**config.mk**
```make
export PLATFORM = sky130hd
export DESIGN_NAME = chopt_ctrl
export DESIGN_NICKNAME = d
export VERILOG_FILES = /design/src/pkg/chopt_pkg.sv /design/src/verilog/chopt_ctrl.sv
export SDC_FILE = /design/constraint.sdc
export NUM_CORES = 1
export LEC_CHECK = 0
export BUFFER_PORTS_ARGS = -buffer_cell sky130_fd_sc_hd__clkbuf_2
export CORE_ASPECT_RATIO = 1.25
export CORE_UTILIZATION = 56
export DETAILED_ROUTE_END_ITERATION = 12
export GPL_TIMING_DRIVEN = 0
export MAX_ROUTING_LAYER = met4
export PLACE_DENSITY = 0.79
export SYNTH_ARGS = -nofsm -noshare
export SYNTH_HDL_FRONTEND = slang
export SYNTH_SLANG_ARGS = --single-unit
```
**constraint.sdc**
```tcl
create_clock -name clk_in -period 2.7 [get_ports clk_in]
set_input_delay 0.135 -clock clk_in [delete_from_list [all_inputs] [get_ports clk_in]]
set_output_delay 0.135 -clock clk_in [all_outputs]
set_load 0.03 [all_outputs]
```
**src/pkg/chopt_pkg.sv**
```systemverilog
// constants, field layout and carriers for the option high byte block
// assumes a byte-wide register port fed by the device's serial host front end
// Contract
// With low power set and only the battery present, the regulator is off and throttle alert, discharge and power monitor buffers, comparator and ADC are disabled.
// In low power mode the comparator and its throttle profile still run when the low power throttle enable is one.
// With low power clear, the battery-only device runs in performance mode and those functions follow their own settings.
// The host should not set low power while an adapter is present, and the bit resets to one.
// The watchdog field selects disabled, 5 s, 88 s or 175 s, and resets to 175 s.
// When an enabled watchdog period passes with no charge voltage or current write, charging is suspended by forcing charge current to minimum.
// After expiry the timer restarts on a write of charge current, charge voltage or the watchdog field.
// With auto-off set, a falling battery present pin clears the input current loop enable; with it clear nothing changes.
// After an automatic turn-off the host may set the input current loop enable again.
// With the reverse source good bit set, source good is driven high in reverse mode; the bit resets to zero.
// With the audible floor bit set (its reset value) light-load bursts stay above 25 kHz, otherwise unlimited.
// The switching rate bit selects 800 kHz at zero and 400 kHz at one, resetting to one.
// The pass-through ripple bit enables ripple reduction at one and resets to one.
// Every field is read/write, reads back the last write and loads its default at reset.
package chopt_pkg;
    localparam logic [7:0] CHOPT_ADDR = 8'h01;
    localparam logic [7:0] CHOPT_RESET = 8'hE7;
    localparam int BIT_LOW_POWER = 7;
    localparam int BIT_WDT_HI = 6;
    localparam int BIT_WDT_LO = 5;
    localparam int BIT_AUTO_OFF = 4;
    localparam int BIT_REV_SRC_GOOD = 3;
    localparam int BIT_AUDIBLE = 2;
    localparam int BIT_RATE = 1;
    localparam int BIT_RIPPLE = 0;
    localparam logic [1:0] WDT_OFF = 2'h0;
    localparam logic [1:0] WDT_SHORT = 2'h1;
    localparam logic [1:0] WDT_MID = 2'h2;
    localparam logic [1:0] WDT_LONG = 2'h3;
    localparam logic [7:0] WDT_SHORT_S = 8'h05;
    localparam logic [7:0] WDT_MID_S = 8'h58;
    localparam logic [7:0] WDT_LONG_S = 8'hAF;
    localparam int CLK_HZ = 25000000;
    localparam int SECOND_S = 1;
    localparam int SECOND_CYCLES = CLK_HZ * SECOND_S;

    typedef struct packed {
        logic regulator_off;
        logic throttle_alert_off;
        logic discharge_buf_off;
        logic power_buf_off;
        logic comparator_off;
        logic adc_off;
    } chopt_lp_ctrl_t;

    typedef struct packed {
        logic audible_floor_enable;
        logic switching_rate_select;
        logic passthrough_ripple_reduce;
    } chopt_conv_cfg_t;
endpackage

```
**src/verilog/chopt_ctrl.sv**
```systemverilog
// option high byte register, low power gating, watchdog and auto-off
// assumes host writes/reads arrive as one-cycle strobes on clk_in
`timescale 1ns/1ps
module chopt_ctrl #(
    parameter int SEC_CYCLES = chopt_pkg::SECOND_CYCLES
)
(
    input wire logic clk_in,
    input wire logic arst_n_in,
    input wire logic [7:0] reg_addr_in,
    input wire logic reg_wr_in,
    input wire logic reg_rd_in,
    input wire logic [7:0] reg_wdata_in,
    output logic [7:0] reg_rdata_out,
    input wire logic charge_current_wr_in,
    input wire logic charge_voltage_wr_in,
    input wire logic adapter_present_in,
    input wire logic lowpower_throttle_enable_in,
    input wire logic battery_present_cell_pin_in,
    input wire logic reverse_mode_in,
    input wire logic source_good_in,
    output chopt_pkg::chopt_lp_ctrl_t lp_ctrl_out,
    output logic charge_current_force_min_out,
    output logic input_limit_loop_clear_out,
    output logic source_good_output_out,
    output chopt_pkg::chopt_conv_cfg_t conv_cfg_out
);
    // the prescaler compares against SEC_CYCLES - 1; a single-cycle second would tick every cycle, but this check requires at least 2
    if (SEC_CYCLES < 2)
    begin : g_sec_check
        $error("SEC_CYCLES must be at least 2");
    end

    logic [7:0] opt_r;
    logic [7:0] rdata_r;
    logic [31:0] prescale_r;
    logic [7:0] sec_cnt_r;
    logic expired_r;
    logic [1:0] bat_sync_r;
    logic bat_prev_r;
    logic clear_r;

    wire own_sel = (reg_addr_in == chopt_pkg::CHOPT_ADDR);
    wire own_wr = reg_wr_in & own_sel;
    wire own_rd = reg_rd_in & own_sel;
    wire [7:0] rdata_nxt = own_rd ? opt_r : (reg_rd_in ? 8'h00 : rdata_r);

    wire low_power = opt_r[chopt_pkg::BIT_LOW_POWER];
    wire [1:0] wdt_sel = opt_r[chopt_pkg::BIT_WDT_HI:chopt_pkg::BIT_WDT_LO];
    wire auto_off = opt_r[chopt_pkg::BIT_AUTO_OFF];
    wire rev_good = opt_r[chopt_pkg::BIT_REV_SRC_GOOD];

    // battery-only low power; adapter presence overrides, the host should avoid it anyway
    wire lp_active = low_power & ~adapter_present_in;
    wire lp_cmp_off = lp_active & ~lowpower_throttle_enable_in;

    wire [7:0] wdt_period = (wdt_sel == chopt_pkg::WDT_SHORT) ? chopt_pkg::WDT_SHORT_S :
                            (wdt_sel == chopt_pkg::WDT_MID) ? chopt_pkg::WDT_MID_S :
                            chopt_pkg::WDT_LONG_S;
    wire wdt_on = (wdt_sel != chopt_pkg::WDT_OFF);
    wire wdt_restart = charge_current_wr_in | charge_voltage_wr_in | own_wr;
    wire sec_tick = (prescale_r == 32'(SEC_CYCLES - 1));
    wire wdt_expire = wdt_on & ~expired_r & sec_tick & (sec_cnt_r == wdt_period - 8'h01);
    // expiry beats a same-cycle restart so the suspend event is never lost
    wire expired_nxt = wdt_expire ? 1'b1 : ((wdt_restart | ~wdt_on) ? 1'b0 : expired_r);
    wire count_hold = wdt_restart | ~wdt_on | expired_r | wdt_expire;
    wire [31:0] prescale_nxt = (count_hold | sec_tick) ? 32'h0 : prescale_r + 32'h1;
    wire [7:0] sec_cnt_nxt = count_hold ? 8'h00 : (sec_tick ? sec_cnt_r + 8'h01 : sec_cnt_r);

    wire bat_level = bat_sync_r[1];
    wire bat_fall = bat_prev_r & ~bat_level;

    always_ff @(posedge clk_in or negedge arst_n_in)
    begin
        if (!arst_n_in)
            opt_r <= chopt_pkg::CHOPT_RESET;
        else if (own_wr)
            opt_r <= reg_wdata_in;
    end

    always_ff @(posedge clk_in or negedge arst_n_in)
    begin
        if (!arst_n_in)
            rdata_r <= 8'h00;
        else
            rdata_r <= rdata_nxt;
    end

    always_ff @(posedge clk_in or negedge arst_n_in)
    begin
        if (!arst_n_in)
        begin
            prescale_r <= 32'h0;
            sec_cnt_r <= 8'h00;
            expired_r <= 1'b0;
        end
        else
        begin
            prescale_r <= prescale_nxt;
            sec_cnt_r <= sec_cnt_nxt;
            expired_r <= expired_nxt;
        end
    end

    // the pin is asynchronous: two stages before the edge detector looks at it
    always_ff @(posedge clk_in or negedge arst_n_in)
    begin
        if (!arst_n_in)
        begin
            bat_sync_r <= 2'b00;
            bat_prev_r <= 1'b0;
            clear_r <= 1'b0;
        end
        else
        begin
            bat_sync_r <= {bat_sync_r[0], battery_present_cell_pin_in};
            bat_prev_r <= bat_level;
            clear_r <= bat_fall & auto_off;
        end
    end

    // the loop enable bit lives in the low byte; only a clear pulse is sent,
    // so a later host write of one re-enables it there
    assign input_limit_loop_clear_out = clear_r;
    assign reg_rdata_out = rdata_r;
    assign charge_current_force_min_out = expired_r;
    assign lp_ctrl_out.regulator_off = lp_active;
    assign lp_ctrl_out.throttle_alert_off = lp_cmp_off;
    assign lp_ctrl_out.discharge_buf_off = lp_active;
    assign lp_ctrl_out.power_buf_off = lp_active;
    assign lp_ctrl_out.comparator_off = lp_cmp_off;
    assign lp_ctrl_out.adc_off = lp_active;
    assign source_good_output_out = source_good_in | (rev_good & reverse_mode_in);
    assign conv_cfg_out.audible_floor_enable = opt_r[chopt_pkg::BIT_AUDIBLE];
    assign conv_cfg_out.switching_rate_select = opt_r[chopt_pkg::BIT_RATE];
    assign conv_cfg_out.passthrough_ripple_reduce = opt_r[chopt_pkg::BIT_RIPPLE];
endmodule

```
==> impl_metrics.xml <==
<?xml version="1.0" encoding="UTF-8"?>
<metrics>
  <group name="status">
    <metric name="status" unit="">finished clean</metric>
  </group>
  <group name="clocking">
    <metric name="cts-root-buf" unit="">sky130_fd_sc_hd__clkbuf_8</metric>
    <metric name="tritoncts.num_buffers" unit="">9</metric>
    <metric name="total_number_of_clock_tree_sinks" unit="">61</metric>
    <metric name="cts.reportedPaths.clkPinSlew" unit="ps">70</metric>
    <metric name="clock_tree.htree_level_count" unit="">3</metric>
    <metric name="ctsLongestPathBuffers" unit="">2</metric>
    <metric name="tritoncts" unit="">done</metric>
    <metric name="post_cts.repair.setup_buffers" unit="">0</metric>
    <metric name="clock_insertion_delay_worst_skew" unit="ps">340</metric>
  </group>
  <group name="placed_design">
    <metric name="routabilityCongestion" unit="">0.8239</metric>
    <metric name="numPlacedInstances" unit="">405</metric>
    <metric name="port_buffer_count" unit="">46</metric>
    <metric name="dpl.hpwl" unit="µm">4111</metric>
  </group>
  <group name="setup_path">
    <metric name="library_cell_contributing_the_largest_single_delay_on_the_critical_path" unit="">sky130_fd_sc_hd__dfstp_2</metric>
    <metric name="critPathMaxFanout" unit="">7</metric>
    <metric name="reg2reg_from" unit="">opt_r[5]$_DFFE_PN1P_</metric>
    <metric name="regToRegEndpoint" unit="">sec_cnt_r[6]$_DFFE_PN0P_</metric>
    <metric name="worstSetupStartpointType" unit="">flip-flop</metric>
    <metric name="r2r_slack" unit="ps">250</metric>
    <metric name="critical_path.cell_chain" unit="">inv_1 &gt; ha_1 &gt; nor4b_1 &gt; nand2_1 &gt; a211oi_2 &gt; nor2_1 &gt; nand2_2 &gt; o21ai_0</metric>
    <metric name="cpLargestDelayFamily" unit="">simple AND/OR/NAND/NOR gates</metric>
    <metric name="criticalPathCategory" unit="">flip-flop to flip-flop</metric>
    <metric name="setup.worst_path.end_class" unit="">flip-flop</metric>
    <metric name="crit_buf_inv" unit="">1</metric>
    <metric name="crit_path_arrival_time" unit="ps">2660</metric>
    <metric name="cp_peak_stage_delay" unit="ps">570</metric>
    <metric name="r2r.worst_path.cells" unit="">8</metric>
    <metric name="worstPathRequired" unit="ps">2910</metric>
  </group>
  <group name="timing">
    <metric name="tightest_slew" unit="ps">806.2</metric>
    <metric name="max_slew_margin" unit="%">46.25</metric>
    <metric name="grt_setup_unrepaired" unit="">no</metric>
    <metric name="slew_viol_final" unit="">0</metric>
    <metric name="layout_min_cycle_time" unit="ps">2449</metric>
    <metric name="clock_skew" unit="ps">7.263</metric>
    <metric name="setup_viol" unit="">0</metric>
    <metric name="final.setup.tns" unit="ps">0</metric>
    <metric name="max_clock_freq" unit="GHz">0.4084</metric>
    <metric name="report.final.hold_viol_count" unit="">0</metric>
    <metric name="period_share" unit="%">90.69</metric>
  </group>
  <group name="yosys">
    <metric name="yosys-top-cells-count" unit="">sky130_fd_sc_hd__dfrtp_1, sky130_fd_sc_hd__nor2_1, sky130_fd_sc_hd__nand2_1</metric>
    <metric name="dominant_cell_type_by_area_after_synthesis" unit="">sky130_fd_sc_hd__dfrtp_1</metric>
    <metric name="avgSynthCellArea" unit="µm²">10.30</metric>
    <metric name="netlist_area" unit="µm²">3058</metric>
    <metric name="netlist_instances" unit="">297</metric>
    <metric name="synth_cell_type_count" unit="">44</metric>
    <metric name="register_area_share_after_synthesis" unit="%">50.16</metric>
    <metric name="synth_largest_type_area_fraction" unit="%">45.01</metric>
    <metric name="ys_seq_elements" unit="">61</metric>
    <metric name="yosys_warnings" unit="">0</metric>
    <metric name="number_of_enable_flip_flop_cells_after_synthesis" unit="">0</metric>
    <metric name="synth_ff_type" unit="">sky130_fd_sc_hd__dfrtp_1</metric>
    <metric name="post_synth_main_area_contributors" unit="">sky130_fd_sc_hd__dfrtp_1, sky130_fd_sc_hd__xor2_1, sky130_fd_sc_hd__dfstp_2, sky130_fd_sc_hd__nor2_1, sky130_fd_sc_hd__xnor2_1</metric>
    <metric name="synth_most_common_cell" unit="">sky130_fd_sc_hd__dfrtp_1</metric>
    <metric name="syn_nets" unit="">330</metric>
    <metric name="synthArstFlopShare" unit="%">100.0</metric>
  </group>
  <group name="grt">
    <metric name="grt_first_pass_wirelength" unit="µm">10180</metric>
    <metric name="globalRouteOverflowTotal" unit="">0</metric>
    <metric name="grt_pass1_vias" unit="">2262</metric>
    <metric name="grt_use_met1" unit="%">29.90</metric>
    <metric name="grt_most_used_layer" unit="">met2</metric>
    <metric name="maximum_number_of_pins_on_one_net_before_global_route_repair" unit="">62</metric>
    <metric name="number_of_antenna_violations_at_the_first_check_in_global_routing" unit="">0</metric>
    <metric name="grt_util_all_layers" unit="%">24.54</metric>
    <metric name="globalRouteMet2Util" unit="%">37.79</metric>
    <metric name="globalRouteMet3Util" unit="%">5.842</metric>
  </group>
  <group name="final_layout">
    <metric name="final_standard_cell_count_with_taps_included_and_fillers_excluded" unit="">423</metric>
    <metric name="design.final.nets" unit="">389</metric>
    <metric name="layout-drive-gt1-share" unit="%">27.42</metric>
    <metric name="area_growth_syn_to_layout" unit="%">17.72</metric>
    <metric name="antennaDiodeCount" unit="">0</metric>
  </group>
  <group name="power_and_ir_drop">
    <metric name="comb_power_share" unit="%">5.0</metric>
    <metric name="ir_drop" unit="µV">355.2</metric>
    <metric name="power.static_leakage" unit="nW">1.615</metric>
    <metric name="cell_internal_pwr" unit="mW">1.467</metric>
    <metric name="power-per-cell-area" unit="nW/µm²">520.2</metric>
    <metric name="power.switching" unit="µW">405.6</metric>
    <metric name="power_frac_clock" unit="%">45.2</metric>
    <metric name="sequentialPowerShare" unit="%">49.8</metric>
    <metric name="sw_frac_of_total" unit="%">21.66</metric>
  </group>
  <group name="min_path">
    <metric name="worst_hold_path.endpoint" unit="">opt_r[1]$_DFFE_PN1P_</metric>
    <metric name="worst_hold_depth" unit="">2</metric>
    <metric name="holdCritPathClass" unit="">primary input to flip-flop</metric>
    <metric name="holdCritStartpoint" unit="">reg_wdata_in[1]</metric>
  </group>
  <group name="job">
    <metric name="timing.max_cap.violations" unit="">0</metric>
  </group>
  <group name="floorplanning">
    <metric name="die_height" unit="µm">84.62</metric>
    <metric name="floorplan.die.width" unit="µm">68.10</metric>
    <metric name="start_util" unit="%">59.35</metric>
    <metric name="design.portCount" unit="">47</metric>
    <metric name="design.die.area" unit="µm²">5762</metric>
    <metric name="floorplan.rows" unit="">29</metric>
    <metric name="fp.coreArea" unit="µm²">5152</metric>
  </group>
  <group name="routing">
    <metric name="dr.pass1.iters" unit="">5</metric>
    <metric name="detail_route.iter0.violations" unit="">101</metric>
    <metric name="route.vias.total" unit="">2315</metric>
    <metric name="vias_per_cell" unit="">5.473</metric>
    <metric name="route.antenna.remaining_nets" unit="">0</metric>
    <metric name="wire_per_inst" unit="µm">13.92</metric>
    <metric name="drc" unit="">0</metric>
    <metric name="finalWirelength" unit="µm">5889</metric>
  </group>
</metrics>
==> flip-flops by register name, indices dropped and copies added (netlist names) <==
| name | flops |
|---|---|
| prescale_r | 32 |
| sec_cnt_r | 8 |
| input_limit_loop_clear_out | 1 |
| bat_prev_r | 1 |
| reg_rdata_out | 8 |
| bat_sync_r | 2 |
| opt_r | 8 |
| charge_current_force_min_out | 1 |
==> layer usage <==
metal	part of all wire (%)	vias to the layer above
li1	-	1135
met4	2.0	0
met1	43	1097
met2	50	72
met5	0	-
met3	4.7	11
==> cells by family after synthesis <==
logic type	after synthesis	synth area share (%)
AND/OR/NAND/NOR	135	24.35
adder cells (fa/ha/maj)	6	2.455
buffers and inverters	28	5.401
flip-flops	61	50.16
multiplexers	8	2.946
XOR/XNOR	32	9.165
AO/OA/AOI/OAI	27	5.524
==> cells in the final DEF (no fill, tap or decap), types with 2 or more instances in the layout <==
cell type                        n
sky130_fd_sc_hd__nand2_1        20
sky130_fd_sc_hd__inv_1          14
sky130_fd_sc_hd__clkbuf_1        2
sky130_fd_sc_hd__and3_1          7
sky130_fd_sc_hd__nor4_4          2
sky130_fd_sc_hd__dfstp_2         6
sky130_fd_sc_hd__buf_6           3
sky130_fd_sc_hd__and4_1          2
sky130_fd_sc_hd__xor2_1         19
sky130_fd_sc_hd__nor4b_1         4
sky130_fd_sc_hd__nor2_1         40
sky130_fd_sc_hd__o21ai_0        14
sky130_fd_sc_hd__nand3_2         2
sky130_fd_sc_hd__buf_4          10
sky130_fd_sc_hd__nor3_1          7
sky130_fd_sc_hd__a32o_1          2
sky130_fd_sc_hd__clkbuf_2       45
sky130_fd_sc_hd__nand4_1        11
sky130_fd_sc_hd__ha_1            6
sky130_fd_sc_hd__clkbuf_8       12
sky130_fd_sc_hd__o31ai_1         4
sky130_fd_sc_hd__dlygate4sd3_1   2
sky130_fd_sc_hd__nand3_1        18
sky130_fd_sc_hd__nor4_1          5
sky130_fd_sc_hd__mux2_2          8
sky130_fd_sc_hd__a21oi_1         2
sky130_fd_sc_hd__xnor2_1        13
sky130_fd_sc_hd__dfrtp_1        55
sky130_fd_sc_hd__nor2b_1         4
==> timing repair <==
action / 4_1_cts / 5_1_grt
hold buffers: 2 / 0
setup endpoints to repair: 0 / 0
gates resized for setup: 0 / 0
endpoints found under the hold margin: 56 / 0
==> stage by stage <==
| step | hold slack, ps | total power [mW] | setup slack, ps | util [%] | cell area (µm²) |
|---|---|---|---|---|---|
| final | 29.26 | 1.873 | 251.5 | 69.86 | 3600 |
| after global routing | 19.82 | 1.940 | 125.9 | 69.86 | 3600 |
| after detailed placement | 250.2 | 1.042 | 316.3 | 65.37 | 3368 |
| after CTS | 14.81 | 1.893 | 287.4 | 69.86 | 3600 |
| after floorplan | -160.6 | 0.9925 | 653.3 | - | 3058 |
| after global placement | 249.7 | 1.040 | 360.8 | 65.32 | 3366 |
==> worst max path at each step <==
stage                         startpoint                  endpoint  slack (ps)  cells past startpoint
floorplan           opt_r[5]$_DFFE_PN1P_  sec_cnt_r[1]$_DFFE_PN0P_         650                      7
global placement    opt_r[5]$_DFFE_PN1P_  sec_cnt_r[6]$_DFFE_PN0P_         360                      8
detailed placement  opt_r[5]$_DFFE_PN1P_  sec_cnt_r[2]$_DFFE_PN0P_         320                      8
CTS                 opt_r[5]$_DFFE_PN1P_  sec_cnt_r[6]$_DFFE_PN0P_         290                      8
global route        opt_r[6]$_DFFE_PN1P_  sec_cnt_r[0]$_DFFE_PN0P_         130                      8
finish              opt_r[5]$_DFFE_PN1P_  sec_cnt_r[6]$_DFFE_PN0P_         250                      8
==> power groups by stage <==
stage / Combinational [mW] / Sequential [mW] / Clock (mW)
final: 0.0937 / 0.933 / 0.846
after global routing: 0.105 / 0.934 / 0.901
after CTS: 0.0951 / 0.933 / 0.865
after detailed placement: 0.0929 / 0.949 / 0
after global placement: 0.0904 / 0.949 / 0
after floorplan: 0.0448 / 0.948 / 0
==> area by class of cell <==
class | instances | area (µm²)
flip-flops and latches | 61 | 1534
repair buffers | 48 | 252.7
multi-input cells | 208 | 1359
plain buffers | 14 | 112.6
inverters | 14 | 52.55
well taps | 62 | 77.57
clock buffers | 13 | 168.9
clock inverters | 3 | 42.54
fillers | 405 | 1553
(Power assumes the default switching activity.)
